$ cat src/hdl/stage_ctrl_regs.svh
`ifndef STAGE_CTRL_REGS_SVH
`define STAGE_CTRL_REGS_SVH
// Register selector codes, equal to the low five bits of the read/write instruction
`define SEL_SOURCE_LOW 5'h12
`define SEL_SOURCE_HIGH 5'h13
`define SEL_STATE_LOW 5'h14
`define SEL_STATE_HIGH 5'h15
`define SEL_STATE_EXTRA 5'h16
// Reset values
`define RST_SOURCE_LOW 8'h80
`define RST_SOURCE_HIGH 8'h00
`define RST_STATE_LOW 8'hff
`define RST_STATE_HIGH 8'hff
`define RST_STATE_EXTRA 2'h3
// Field positions in the extra state register
`define EXTRA_USED_MSB 1
`define EXTRA_FILL 6'h3f
// Channel counts and special stage indices (zero based)
`define NUM_STAGES 18
`define NUM_MUXED 16
`define STAGE8_IDX 7
`define SYNC_DEPTH 3
`endif

$ cat src/hdl/stage_ctrl_pkg.sv
package stage_ctrl_pkg;
  // Source of control that a stage currently follows
  typedef enum logic [1:0] {
    SRC_OFF,
    SRC_SERIAL,
    SRC_PARALLEL,
    SRC_FAST_BUS
  } stage_src_t;
  typedef logic [7:0] reg_byte_t;
endpackage

$ cat src/hdl/pin_sync.sv
`timescale 1ns/100ps
// Three-stage synchroniser per bit; output changes once stages two and three agree
module pin_sync #(
  parameter int WIDTH = 1
) (
  // Clock and reset
  input wire logic core_clk,
  input wire logic srst,
  // Raw and filtered levels
  input wire logic [WIDTH-1:0] async_in,
  input wire logic [WIDTH-1:0] rst_val,
  output logic [WIDTH-1:0] sync_out
);
  logic [WIDTH-1:0] meta_ff;
  logic [WIDTH-1:0] s2_ff;
  logic [WIDTH-1:0] s3_ff;
  logic [WIDTH-1:0] out_ff;
  logic [WIDTH-1:0] nxt_out;

  // A zero-width instance would leave the parent's pins unsynchronised
  if (WIDTH < 1) begin : g_bad_width
    $error("pin_sync needs a width of at least one");
  end

  // Only the second stage reads the first one
  assign nxt_out = (s2_ff ~^ s3_ff) & s2_ff | ~(s2_ff ~^ s3_ff) & out_ff;
  assign sync_out = out_ff;

  // Synchronous reset loads a constant-like strap fed from a tie-off in the parent
  always_ff @(posedge core_clk) begin
    if (srst) begin
      meta_ff <= rst_val;
      s2_ff <= rst_val;
      s3_ff <= rst_val;
      out_ff <= rst_val;
    end else begin
      meta_ff <= async_in;
      s2_ff <= meta_ff;
      s3_ff <= s2_ff;
      out_ff <= nxt_out;
    end
  end
endmodule // pin_sync

$ cat src/hdl/stage_ctrl_regs_top.sv
`timescale 1ns/100ps
`include "stage_ctrl_regs.svh"
module stage_ctrl_regs_top
#(
  parameter int STAGES = `NUM_STAGES
) (
  // Clock and reset
  input wire logic core_clk,
  input wire logic srst,
  // Decoded register access from the serial frame logic
  input wire logic reg_wr,
  input wire logic reg_rd,
  input wire logic [4:0] reg_sel,
  input wire stage_ctrl_pkg::reg_byte_t reg_wdata,
  output stage_ctrl_pkg::reg_byte_t reg_rdata,
  output logic reg_rvalid,
  // Control context
  input wire logic fast_bus_select,
  input wire logic [15:0] fast_bus_state_bit,
  input wire logic supply_ok_output,
  input wire logic reset_pin_n,
  // Parallel input pins, stage 1 to 16, asynchronous
  input wire logic [15:0] parallel_input_pin,
  // Per-stage results, 1 on power_output means stage switched on, 1 in stage_serial_state_bit means off
  output logic [STAGES-1:0] power_output,
  output logic [STAGES-1:0] stage_source_select_bit,
  output logic [STAGES-1:0] stage_serial_state_bit
);
  import stage_ctrl_pkg::*;

  // Elaboration checks; the concatenations below assume 16 muxed and 2 serial-only stages
  if (STAGES != `NUM_STAGES) begin : g_bad_stages
    $error("stage_ctrl_regs_top supports 18 stages only");
  end
  if (`NUM_MUXED + 2 != `NUM_STAGES) begin : g_bad_split
    $error("muxed and serial-only stage counts do not add up");
  end
  if (`STAGE8_IDX >= `NUM_MUXED) begin : g_bad_stage8
    $error("stage 8 index lies outside the muxed stages");
  end

  reg_byte_t src_low_ff;
  reg_byte_t src_high_ff;
  reg_byte_t state_low_ff;
  reg_byte_t state_high_ff;
  logic [`EXTRA_USED_MSB:0] state_extra_ff;
  reg_byte_t rdata_ff;
  logic rvalid_ff;
  logic [STAGES-1:0] out_ff;
  logic [STAGES-1:0] nxt_out;
  reg_byte_t nxt_rdata;
  logic [15:0] pin_sync_lvl;
  logic [15:0] pin_rst;
  logic [1:0] enable_sync;
  logic wr_src_low;
  logic wr_src_high;
  logic wr_state_low;
  logic wr_state_high;
  logic wr_state_extra;
  logic [15:0] mux_bits;
  logic [STAGES-1:0] serial_bits;
  logic global_on;

  // Inputs from pins go through three stages; idle level high means off, except stage 8 where low means off
  assign pin_rst = 16'hff7f;
  pin_sync #(.WIDTH(16)) u_pin_sync (
    .core_clk(core_clk),
    .srst(srst),
    .async_in(parallel_input_pin),
    .rst_val(pin_rst),
    .sync_out(pin_sync_lvl)
  );

  // Supply-ok and reset pin are asynchronous as well; start in the off state
  pin_sync #(.WIDTH(2)) u_enable_sync (
    .core_clk(core_clk),
    .srst(srst),
    .async_in({supply_ok_output, reset_pin_n}),
    .rst_val(2'h0),
    .sync_out(enable_sync)
  );

  // Write strobes per register
  assign wr_src_low = reg_wr && (reg_sel == `SEL_SOURCE_LOW);
  assign wr_src_high = reg_wr && (reg_sel == `SEL_SOURCE_HIGH);
  assign wr_state_low = reg_wr && (reg_sel == `SEL_STATE_LOW);
  assign wr_state_high = reg_wr && (reg_sel == `SEL_STATE_HIGH);
  assign wr_state_extra = reg_wr && (reg_sel == `SEL_STATE_EXTRA);

  // Source select for stages 1 to 8; stage 8 starts on its external source
  always_ff @(posedge core_clk) begin
    if (srst) begin
      src_low_ff <= `RST_SOURCE_LOW;
    end else if (wr_src_low) begin
      src_low_ff <= reg_wdata;
    end
  end

  // Source select for stages 9 to 16; all start under serial control
  always_ff @(posedge core_clk) begin
    if (srst) begin
      src_high_ff <= `RST_SOURCE_HIGH;
    end else if (wr_src_high) begin
      src_high_ff <= reg_wdata;
    end
  end

  // Serial state for stages 1 to 8; reset value keeps them off
  always_ff @(posedge core_clk) begin
    if (srst) begin
      state_low_ff <= `RST_STATE_LOW;
    end else if (wr_state_low) begin
      state_low_ff <= reg_wdata;
    end
  end

  // Serial state for stages 9 to 16
  always_ff @(posedge core_clk) begin
    if (srst) begin
      state_high_ff <= `RST_STATE_HIGH;
    end else if (wr_state_high) begin
      state_high_ff <= reg_wdata;
    end
  end

  // Stages 17 and 18; only two bits are kept, so the upper bits leave no state behind
  always_ff @(posedge core_clk) begin
    if (srst) begin
      state_extra_ff <= `RST_STATE_EXTRA;
    end else if (wr_state_extra) begin
      state_extra_ff <= reg_wdata[`EXTRA_USED_MSB:0];
    end
  end

  // Read selection; unknown selectors answer zero
  assign nxt_rdata =
    (reg_sel == `SEL_SOURCE_LOW) ? src_low_ff :
    (reg_sel == `SEL_SOURCE_HIGH) ? src_high_ff :
    (reg_sel == `SEL_STATE_LOW) ? state_low_ff :
    (reg_sel == `SEL_STATE_HIGH) ? state_high_ff :
    (reg_sel == `SEL_STATE_EXTRA) ? {`EXTRA_FILL, state_extra_ff} :
    8'h00;

  // Read answer: captured only on a read, then it stands until the next one
  always_ff @(posedge core_clk) begin
    if (srst) begin
      rdata_ff <= 8'h00;
    end else if (reg_rd) begin
      rdata_ff <= nxt_rdata;
    end
  end

  // Read strobe echo, one cycle after the request
  always_ff @(posedge core_clk) begin
    if (srst) begin
      rvalid_ff <= 1'b0;
    end else begin
      rvalid_ff <= reg_rd;
    end
  end

  // Stages 17 and 18 have no select bit and are always serial
  assign mux_bits = {src_high_ff, src_low_ff};
  assign serial_bits = {state_extra_ff, state_high_ff, state_low_ff};
  assign global_on = enable_sync[1] & enable_sync[0];

  // Per-stage output decision: first name the source a stage follows, then pick its level
  genvar g;
  generate
    for (g = 0; g < STAGES; g++) begin : g_stage
      stage_src_t src_kind;
      logic par_on;
      logic fast_on;
      if (g >= `NUM_MUXED) begin : g_serial_only
        // No pin, no select bit and no fast-bus bit exist for these stages
        assign src_kind = global_on ? SRC_SERIAL : SRC_OFF;
        assign par_on = 1'b0;
        assign fast_on = 1'b0;
      end else begin : g_muxed
        assign src_kind = !global_on ? SRC_OFF :
          !mux_bits[g] ? SRC_SERIAL :
          fast_bus_select ? SRC_PARALLEL : SRC_FAST_BUS;
        if (g == `STAGE8_IDX) begin : g_s8
          // Stage 8 is high-active on its pin and stays off under the fast bus
          assign par_on = pin_sync_lvl[g];
          assign fast_on = 1'b0;
        end else begin : g_sn
          assign par_on = ~pin_sync_lvl[g];
          assign fast_on = ~fast_bus_state_bit[g];
        end
      end
      // Off is the fallback, so an unexpected source can never switch a stage on
      assign nxt_out[g] =
        (src_kind == SRC_SERIAL) ? ~serial_bits[g] :
        (src_kind == SRC_PARALLEL) ? par_on :
        (src_kind == SRC_FAST_BUS) ? fast_on :
        1'b0;
    end
  endgenerate

  // Outputs are registered; a glitch-free gate drive was preferred to one cycle of latency
  always_ff @(posedge core_clk) begin
    if (srst) out_ff <= '0;
    else out_ff <= nxt_out;
  end

  assign power_output = out_ff;
  assign stage_source_select_bit = {2'h0, mux_bits};
  assign stage_serial_state_bit = serial_bits;
  assign reg_rdata = rdata_ff;
  assign reg_rvalid = rvalid_ff;
endmodule // stage_ctrl_regs_top

$ cat config.mk
export PLATFORM = sky130hd
export DESIGN_NAME = stage_ctrl_regs_top
export DESIGN_NICKNAME = d
export VERILOG_FILES = /design/src/hdl/stage_ctrl_pkg.sv /design/src/hdl/pin_sync.sv /design/src/hdl/stage_ctrl_regs_top.sv
export VERILOG_INCLUDE_DIRS = /design/src /design/src/hdl
export SDC_FILE = /design/constraint.sdc
export NUM_CORES = 1
export LEC_CHECK = 0
export ABC_AREA = 1
export BUFFER_PORTS_ARGS = -buffer_cell sky130_fd_sc_hd__buf_2
export CAP_MARGIN = 15
export CORE_MARGIN = 1
export CORE_UTILIZATION = 38
export DETAILED_ROUTE_END_ITERATION = 12
export PLACE_DENSITY_LB_ADDON = 0.1
export REMOVE_ABC_BUFFERS = 1
export SYNTH_ARGS = -nofsm -noshare
export SYNTH_HDL_FRONTEND = slang
export SYNTH_HIERARCHICAL = 1
export SYNTH_SLANG_ARGS = --single-unit
$ cat constraint.sdc
create_clock -name core_clk -period 1.7 [get_ports core_clk]
set_input_delay 0.255 -clock core_clk [delete_from_list [all_inputs] [get_ports core_clk]]
set_output_delay 0.255 -clock core_clk [all_outputs]
set_load 0.01 [all_outputs]
==> impl_results.md, run 1 <==
* Status: finished, final reports clean
* Crit-path most repeated cell: nand2_1
* Worst Hold Class: in -> reg
* Die W at 121.2 microns
* Postcts setup bufs at 0
* Crit path max-delay cell type: edfxtp_1
* H-tree depth at 4
* Largest family of logic cells by synthesized area: simple AND/OR/NAND/NOR gates
* Worst Path Arrival at 1660 ps
* Diodes inserted at 0
* Vias per inst at around 4.7
* Avg Cell Area, Syn at 7.720 sq um
* Compound-Gate Fraction of Synth Area at between 10% and 20%
* Cts bufs inserted at 17
* CP Cell Sequence: nand2_1 -> or2_2 -> nand2_1 -> a221oi_1
* Gr ovfl total at 0
* Hold buffer count at CTS at 0
* Synth cell types at 29
* Pin count of the biggest net entering global routing at 53
* DP HPWL at 10130 microns
* Number of cells upsized or downsized after cts at 0
* Number of global-route vias before repair at 4538
* RSZ-0062 raised after global routing: no
* Commonest non-fill, non-tap cells in the layout: nand2_1, dfxtp_1, buf_2
* Core Util, Final at 49.70%
* Initial antenna violation count at 0
* Layout cell share with drive strength beyond 1 at between 20% and 30%
* Number of filler cells placed in the layout at 1408
* Pins Over Slew Limit at 0
* Full die area at 14680 sq um
* Area delta synth->final at 27.85%
* Synth top area share at a little over two fifths
* Max Freq at roughly 740 MHz
* DR pass1 iterations at 5
* Clk Latency, worst-skew pair at 420 ps
* Pre-CTS WS at 214.3 ps
* Final GP Congestion at approximately 0.86
* Final setup skew at 5.477 ps
* Family with the most delay on the worst path: simple AND/OR/NAND/NOR gates
* Post-synthesis xor/xnor area fraction at 0%
* Synth Area in Simple Gates at 26.62%
* Mux share of post-synthesis cell area at 0%
* Residual DRC at 0
* Synthesized netlist cell count at 699
* TNS Setup at 0 ps
* I/O pin cnt at between 100 and 150
* Height of the die at 121.2 microns
* Worst-case hold slack at about 18 ps
* Most common cell after layout, fill and taps aside: nand2_1
* Vias at 4873
* Starting Density at approximately two fifths
* Register area share after synthesis at 52.68%
* VDD IR max at 0.6476 mV
* Gr usage total at roughly a fifth
* Setup ws final at 346.9 ps
* Drt wl/cell at 13.81 microns
* Global-route wire length before repair at ~23000 microns
* Critical Path Source Type: flop
* Yosys reg bits at 133
* Maxcap violations at 0
* Endpoints failing setup at 0
* CP bufs+invs at 0
* Area leader, netlist: dfxtp_1
* Clk buf depth at 2
* Worst-path fanout max at 15
* I/O Buffers at 111
* Area of the multi-input gates at between 2000 and 2500 sq um
* CTS tree: yes
* Std cell rows at 43
* Initial DRC Count at 287
* Leakage at 3.541 nW
* Clk sinks at 133
* CP Class: reg -> reg
* Final Cycle Share at 79.59%
* PD cells at 1183 nW/um^2
* Synth warn at 6
* Core area at 13880 sq um
* CP Capture Type: flop
* Critical path's largest stage delay at 380 ps
* Post-layout min period at 1353 ps
* Critical Path RT at 2010 ps
* Register area at 2843 sq um
* Area share of fa/ha/maj cells after synthesis at 0%
* Antenna Nets Post-Route at 0
* CTS Root Cell: clkbuf_16
* Area of the mapped netlist at 5396 sq um
* Clock transition at the registers of the reported paths at 60 ps
* Final Hold Viols at 0
* Overall power at 8.158 mW
* Final nets at 892
* Final WL at 14270 microns
* Ranking of synthesized cells by area: dfxtp_1, nand2_1, edfxtp_1, inv_1, nand3_1
synth_stat cells (all sizes together):
library cell and count:
inv 93, o21ai 50, o211ai 4, a21oi 37, nor2 40, clkinv 2, a211oi 2, or2 1
a221oi 11, nand3 58, edfxtp 18, clkbuf 6, nand4 3, conb 2, buf 17, nor3 4
dfxtp 115, nand2 236
power by group:
part | internal [mW] | switching, mW | leakage [nW] | total, mW
Clock | 2.72 | 1.37 | 0.344 | 4.09
Combinational | 0.213 | 0.375 | 2.06 | 0.588
Sequential | 3.38 | 0.0943 | 1.14 | 3.48
Total | 6.32 | 1.84 | 3.54 | 8.16
worst reg2reg max path, stage by stage, from the launching register on:
cell      delay (ps)
edfxtp_1         380
nand2_1           70
or2_2            380
nand2_1          100
a221oi_1         310
metrics by stage:
| stage | instances | instance area (sq um) |
|---|---|---|
| after floorplan | 694 | 5288 |
| after global placement | 1001 | 6213 |
| after detailed placement | 1001 | 6213 |
| after CTS | 1033 | 6899 |
| after global routing | 1033 | 6899 |
| final | 1033 | 6899 |
layout make-up:
| class | count | share of cell area, % |
|---|---|---|
| sequential | 133 | 41.20 |
| clock inverter | 8 | 1.396 |
| multi-input combinational | 466 | 30.27 |
| timing repair buffer | 127 | 10.16 |
| inverter | 95 | 5.169 |
| tap | 180 | 3.264 |
| clock buffer | 24 | 8.542 |
cell families (layout without fill, tap and decap cells):
kind of cell,Yosys count,in the layout
compound gates,104,104
buf+inv,118,254
flops,133,133
other cells,2,20
simple gates,342,342
metal layers:
layer	vias up	global-route usage, %	wire length, microns
li1	2499	-	-
met1	2226	25.11	6468
met5	-	0	0
met3	22	4.746	711
met2	126	34.89	6774
met4	0	9.105	311
path summary, 6_finish.rpt:
check / from / cells past startpoint / slack (ps) / endpoint
setup / recovery: flop / 4 / 350 / power_output[14]
hold / removal: parallel_input_pin[13] / 3 / 20 / u_pin_sync/meta_ff[13]
setup reg to reg: flop / 4 / 350 / power_output[14]
hold reg to reg: u_pin_sync/meta_ff[11] / 2 / 420 / u_pin_sync/s2_ff[11]
(Power assumes the default switching activity.)
==> run 2, diff against run 1 <==
Settings changed: ABC_AREA 1 to 0.
Clock period 1.7 ns to 1.14 ns, I/O delays scaled along.
==> impl_results.md, run 2 <==
* Status: finished with violations
* Failing checks: negative setup slack
* Post-synth EDFFs at 18 (unchanged)
* Setup ws final at -4.667 ps (-351.6 ps)
* Fin area at 7526 sq um (+9.1%)
* Area delta synth->final at 34.93%
* Reg2reg setup slack at -5 ps (-350 ps)
* Full die area at 15170 sq um (+3.3%)
* Height of the die at 123.2 microns (+1.6%)
* Number of filler cells placed in the layout at 1324 (-6.0%)
* Clk buf depth at 2 (unchanged)
* Initial antenna violation count at 0 (unchanged)
* Most used DFF post-synth: dfxtp_1
* Ranking of synthesized cells by area: dfxtp_1, edfxtp_1, nand2b_1, o21ai_0, mux2i_1
* Worst-case hold slack at 11.36 ps (-6.277 ps)
* DP HPWL at 9998 microns (-1.4%)
* Die W at 123.2 microns (+1.6%)
* Most common cell after layout, fill and taps aside: buf_2
* Register area share after synthesis at 50.96% (-1.7 points)
* Seq pwr share at 46.1% (+3.5 points)
* Synth cell types at 39 (+34%)
* Pins Over Slew Limit at 0 (unchanged)
* Std cell rows at 43 (unchanged)
* Core Util, Final at 53.39% (+3.7 points)
* RSZ-0062 raised after global routing: yes
* I/O pin cnt at 115 (unchanged)
* Synth warn at 6 (unchanged)
* Final nets at 803 (-10%)
* Maxcap violations at 0 (unchanged)
* Placed cell area at 6620 sq um (+6.5%)
* I/O Buffers at 111 (unchanged)
* CP Class: reg -> reg
* Combinational power share at 8.4% (+1.2 points)
* Final GP Congestion at 0.8122 (-5.8%)
* Core area at 14100 sq um (+1.6%)
* Initial DRC Count at 202 (-30%)
* Worst-path fanout max at 7 (-8)
* Critical Path Source Type: flop
* Post-layout min period at 1145 ps (-208.4 ps)
* Pin count of the biggest net entering global routing at 54 (+1.9%)
* Residual DRC at 0 (unchanged)
* Gr ovfl total at 0 (unchanged)
* Final Hold Viols at 0 (unchanged)
* Clk sinks at 133 (unchanged)
* Vias per inst at 4.785 (+1.4%)
* Endpoints failing setup at 4 (+4)
* Pre-CTS WS at -296.0 ps (-510.3 ps)
* Commonest non-fill, non-tap cells in the layout: buf_2, dfxtp_1, nand2b_1
* Avg Cell Area, Syn at 9.470 sq um (+23%)
* Final Cycle Share at 100.4% (+21 points)
* Critical Path RT at 1500 ps (-510 ps)
* Clock power frac at 45.6% (-4.6 points)
* CTS Root Cell: clkbuf_16
* Clk Latency, worst-skew pair at 410 ps (about the same)
* Number of global-route vias before repair at 4178 (-7.9%)
* Sw Ratio at 22.45% (-0.10 points)
* Synthesized netlist cell count at 589 (-16%)
* Area of the mapped netlist at 5578 sq um (+3.4%)
* Diodes inserted at 0 (unchanged)
* CTS tree: yes
* Vias at 4517 (-7.3%)
* Worst Hold Class: in -> reg
* Sw Pwr at 2.537 mW (+38%)
* VDD IR max at 1.046 mV (+62%)
* Pint at 8.765 mW (+39%)
* Starting Density at 39.57% (+0.69 points)
* Antenna Nets Post-Route at 0 (unchanged)
* Yosys reg bits at 133 (unchanged)
* Crit path capture: power_output[10]
* H-tree depth at 4 (unchanged)
* Cts bufs inserted at 17 (unchanged)
* Clock transition at the registers of the reported paths at 50 ps (about the same)
* CP Capture Type: flop
* Gr usage total at 18.97% (-1.7 points)
* Final setup skew at 7.841 ps (+2.364 ps)
* Ys async rst share at 0% (unchanged)
* Synth cell count leaders: dfxtp_1, nand2b_1, o21ai_0
* Global-route wire length before repair at 21250 microns (-5.8%)
* Layout cell share with drive strength beyond 1 at 31.02% (+11 points)
* Worst Path Arrival at 1500 ps (-160 ps)
* Worst r2r dst: power_output[10]
* Area leader, netlist: dfxtp_1
* Final WL at 13810 microns (-3.2%)
* PD cells at 1502 nW/um^2 (+27%)
* Worst reg2reg path depth at 4 (unchanged)
* Drt wl/cell at 14.63 microns (+5.9%)
* Leakage at 3.494 nW (-1.3%)
* Overall power at 11.30 mW (+39%)
* Most numerous cell in the Yosys netlist: dfxtp_1
* DR pass1 iterations at 4 (-1)
* Synth top area share at 41.27% (-1.4 points)
* Max Freq at 873.6 MHz (+18%)
[run 2: stage by stage]
stage	setup TNS, ps	cells
6_report	-9.872	944
5_1_grt	-600.7	944
4_1_cts	-129.6	944
3_5_place_dp	-8064	908
3_3_place_gp	-6679	908
2_1_floorplan	-9311	569
[run 2: critical path: stages (launching register included)]
cell and delay, ps:
edfxtp_1 370, and3b_2 260, buf_8 160, o221ai_2 130, and3_1 170
[run 2: worst min path at each step]
stage | start | endpoint | slack, ps | cells after the start
after detailed placement | u_pin_sync/meta_ff[3] | u_pin_sync/s2_ff[3] | 420 | 2
after global placement | u_pin_sync/meta_ff[2] | u_pin_sync/s2_ff[2] | 410 | 2
after CTS | parallel_input_pin[2] | u_pin_sync/meta_ff[2] | 2 | 3
final | parallel_input_pin[2] | u_pin_sync/meta_ff[2] | 10 | 3
after global routing | parallel_input_pin[5] | u_pin_sync/meta_ff[5] | 20 | 3
after floorplan | srst | reg_rvalid | 240 | 1
[run 2: layout make-up]
cell class / instances / area, sq um / area share, %
multi-input cells: 382 / 2499 / 33.20
repair buffers: 163 / 1120 / 14.88
inverters: 54 / 202.7 / 2.693
flip-flops and latches: 133 / 2919 / 38.79
clock inverters: 3 / 40.04 / 0.5320
well taps: 180 / 225.2 / 2.993
clock buffers: 29 / 520.5 / 6.916
[run 2: repair_timing]
action                                  4_1_cts  5_1_grt
buffers inserted                              1        0
cloned                                        0        0
endpoints found under the setup margin       49       24
hold endpoints to repair                     15        0
hold buffers                                 15        0
pin swaps                                     0       31
resized for setup                            48       35
[run 2: routing by layer]
layer / global-route usage [%] / up-vias / wire (microns)
met3: 4.843 / 14 / 608
met2: 30.66 / 102 / 6479
li1: - / 2292 / -
met1: 24.28 / 2109 / 6537
met5: 0 / - / 0
met4: 7.154 / 0 / 180
[run 2: cell families after synthesis]
family / synth area share [%]
AOI/OAI and AO/OA: 12.25
xor gates and xnor gates: 2.826
buffers and inverters: 7.425
DFF: 50.96
muxes: 5.025
other: 0.1346
and+or+nand+nor: 21.38
[run 2: power groups by stage]
| stage | Combinational [mW] | Clock (mW) | Sequential (mW) |
|---|---|---|---|
| detailed placement | 0.887 | 0 | 5.31 |
| global placement | 0.861 | 0 | 5.30 |
| finish | 0.947 | 5.15 | 5.20 |
| global route | 1.07 | 5.46 | 5.24 |
| CTS | 0.925 | 5.26 | 5.21 |
| floorplan | 0.435 | 0 | 5.28 |
==> run 3, diff against run 2 <==
Settings changed: CORE_MARGIN 1 to 4, CORE_UTILIZATION 38 to 50.
Clock period 1.14 ns to 1.09 ns, I/O delays scaled along.
==> impl_results.md, run 3 (synthesis gave the netlist of run 2 again) <==
* Initial DRC Count at 230 (+14%)
* Register area at 2949 sq um (+1.0%)
* CP Cell Sequence: and3b_2 -> buf_8 -> o221ai_2 -> and3_4
* Final setup skew at 6.349 ps (-1.492 ps)
* I/O Buffers at 111 (unchanged)
* Worst Hold Class: in -> reg
* Final nets at 867 (+8.0%)
* Critical Path Source Type: flop
* DR pass1 iterations at 4 (unchanged)
* CP Class: reg -> reg
* PD cells at 1404 nW/um^2 (-6.5%)
* Height of the die at 113.6 microns (-7.7%)
* Crit path max-delay cell type: edfxtp_1
* Most common cell after layout, fill and taps aside: buf_4
* Diodes inserted at 0 (unchanged)
* Cts bufs inserted at 17 (unchanged)
* Worst Path Arrival at 1730 ps (+230 ps)
* Std cell rows at 38 (-12%)
* Final Cycle Share at 115.8% (+15 points)
* Initial antenna violation count at 1 (+1)
* Final WL at 15810 microns (+15%)
* Die W at 113.6 microns (-7.7%)
* Max Freq at 792.1 MHz (-9.3%)
* Full die area at 12910 sq um (-15%)
* Vias at 4861 (+7.6%)
* H-tree depth at 4 (unchanged)
* Number of global-route vias before repair at 4872 (+17%)
* Area of the multi-input gates at 2608 sq um (+4.4%)
* Drt wl/cell at 16.34 microns (+12%)
* Clk sinks at 133 (unchanged)
* VDD IR max at 1.139 mV (+8.9%)
* Gr usage total at 24.99% (+6.0 points)
* Pins Over Slew Limit at 0 (unchanged)
* CP Capture Type: flop
* Pin count of the biggest net entering global routing at 43 (-20%)
* DP HPWL at 9903 microns (-0.95%)
* Leakage at 3.858 nW (+10%)
* CTS tree: yes
* Failing checks: negative setup slack
* Final Hold Viols at 0 (unchanged)
* Overall power at 11.72 mW (+3.7%)
* Clk Latency, worst-skew pair at 530 ps (+120 ps)
* I/O pin cnt at 115 (unchanged)
* CTS Root Cell: clkbuf_8
* Area delta synth->final at 49.57%
* Critical Path RT at 1560 ps (+60 ps)
* Commonest non-fill, non-tap cells in the layout: buf_4, dfxtp_1, nand2b_1
* Setup ws final at -172.5 ps (-167.8 ps)
* Status: finished with violations
* RSZ-0062 raised after global routing: yes
* Gr ovfl total at 0 (unchanged)
* Endpoints failing setup at 78 (+74)
* Worst-path fanout max at 7 (unchanged)
* Global-route wire length before repair at 24840 microns (+17%)
* Family with the most delay on the worst path: simple AND/OR/NAND/NOR gates
* Critical path's largest stage delay at 420 ps (+50 ps)
* Number of filler cells placed in the layout at 731 (-45%)
* Maxcap violations at 0 (unchanged)
* Post-layout min period at 1262 ps (+117.8 ps)
* TNS Setup at -4358 ps (-4348 ps)
* Core area at 10890 sq um (-23%)
* Layout cell share with drive strength beyond 1 at 37.32% (+6.3 points)
* Starting Density at 51.23% (+12 points)
* Final GP Congestion at 0.8234 (+1.4%)
* Residual DRC at 0 (unchanged)
* CP bufs+invs at 1 (unchanged)
* Antenna Nets Post-Route at 0 (unchanged)
* Clock transition at the registers of the reported paths at 60 ps (about the same)
* Vias per inst at 5.022 (+4.9%)
* Clk buf depth at 2 (unchanged)
## run 3: stage by stage
| step | utilization, % | setup slack (ps) | std cells | instance area (sq um) | hold slack, ps |
|---|---|---|---|---|---|
| global placement | 60.39 | -360.1 | 867 | 6575 | 405.2 |
| finish | 76.63 | -172.5 | 968 | 8343 | 10.87 |
| detailed placement | 60.39 | -397.6 | 867 | 6575 | 408.3 |
| global route | 76.63 | -208.3 | 968 | 8343 | 4.110 |
| CTS | 74.78 | -169.0 | 963 | 8142 | 0.5580 |
| floorplan | - | -709.2 | 569 | 5434 | 235.1 |
## run 3: cell type report
| cell class | count | area share, % |
|---|---|---|
| clock buffers | 26 | 5.729 |
| well taps | 140 | 2.100 |
| multi-input cells | 382 | 31.25 |
| clock inverters | 6 | 0.5999 |
| repair buffers | 227 | 22.54 |
| flip-flops and latches | 133 | 35.35 |
| inverters | 54 | 2.430 |
## run 3: repair_timing
action                     in CTS  in global routing
hold endpoints to repair       51                  0
gates resized for setup       125                 34
pin swaps                      30                 16
setup endpoints to repair      76                 85
buffers inserted               38                  6
hold buffers                   30                  0
## run 3: worst reg2reg max path: stages (launching register included)
cell      delay [ps]
edfxtp_1         420
and3b_2          260
buf_8            160
o221ai_2         150
and3_4           210
## run 3: power by group
| group | internal, mW | total (mW) | switching (mW) |
|---|---|---|---|
| combinational | 0.580 | 1.17 | 0.593 |
| sequential | 5.26 | 5.45 | 0.194 |
| clock | 3.17 | 5.09 | 1.92 |
| total | 9.01 | 11.7 | 2.71 |
## run 3: routing by layer
| metal | track usage, % | up-vias | share of wire [%] |
|---|---|---|---|
| met5 | 0 | - | 0.057 |
| met4 | 9.054 | 2 | 1.5 |
| met3 | 5.889 | 19 | 6.4 |
| met2 | 40.99 | 172 | 49 |
| met1 | 32.23 | 2255 | 43 |
| li1 | - | 2413 | - |
## run 3: final timing paths
check	start	to	slack, ps	cells after the start
worst max-delay path	flop	power_output[12]	-170	4
worst min-delay path	fast_bus_state_bit[8]	power_output[8]	10	3
worst max register to register	flop	power_output[12]	-170	4
worst min register to register	u_pin_sync/meta_ff[2]	u_pin_sync/s2_ff[2]	420	2
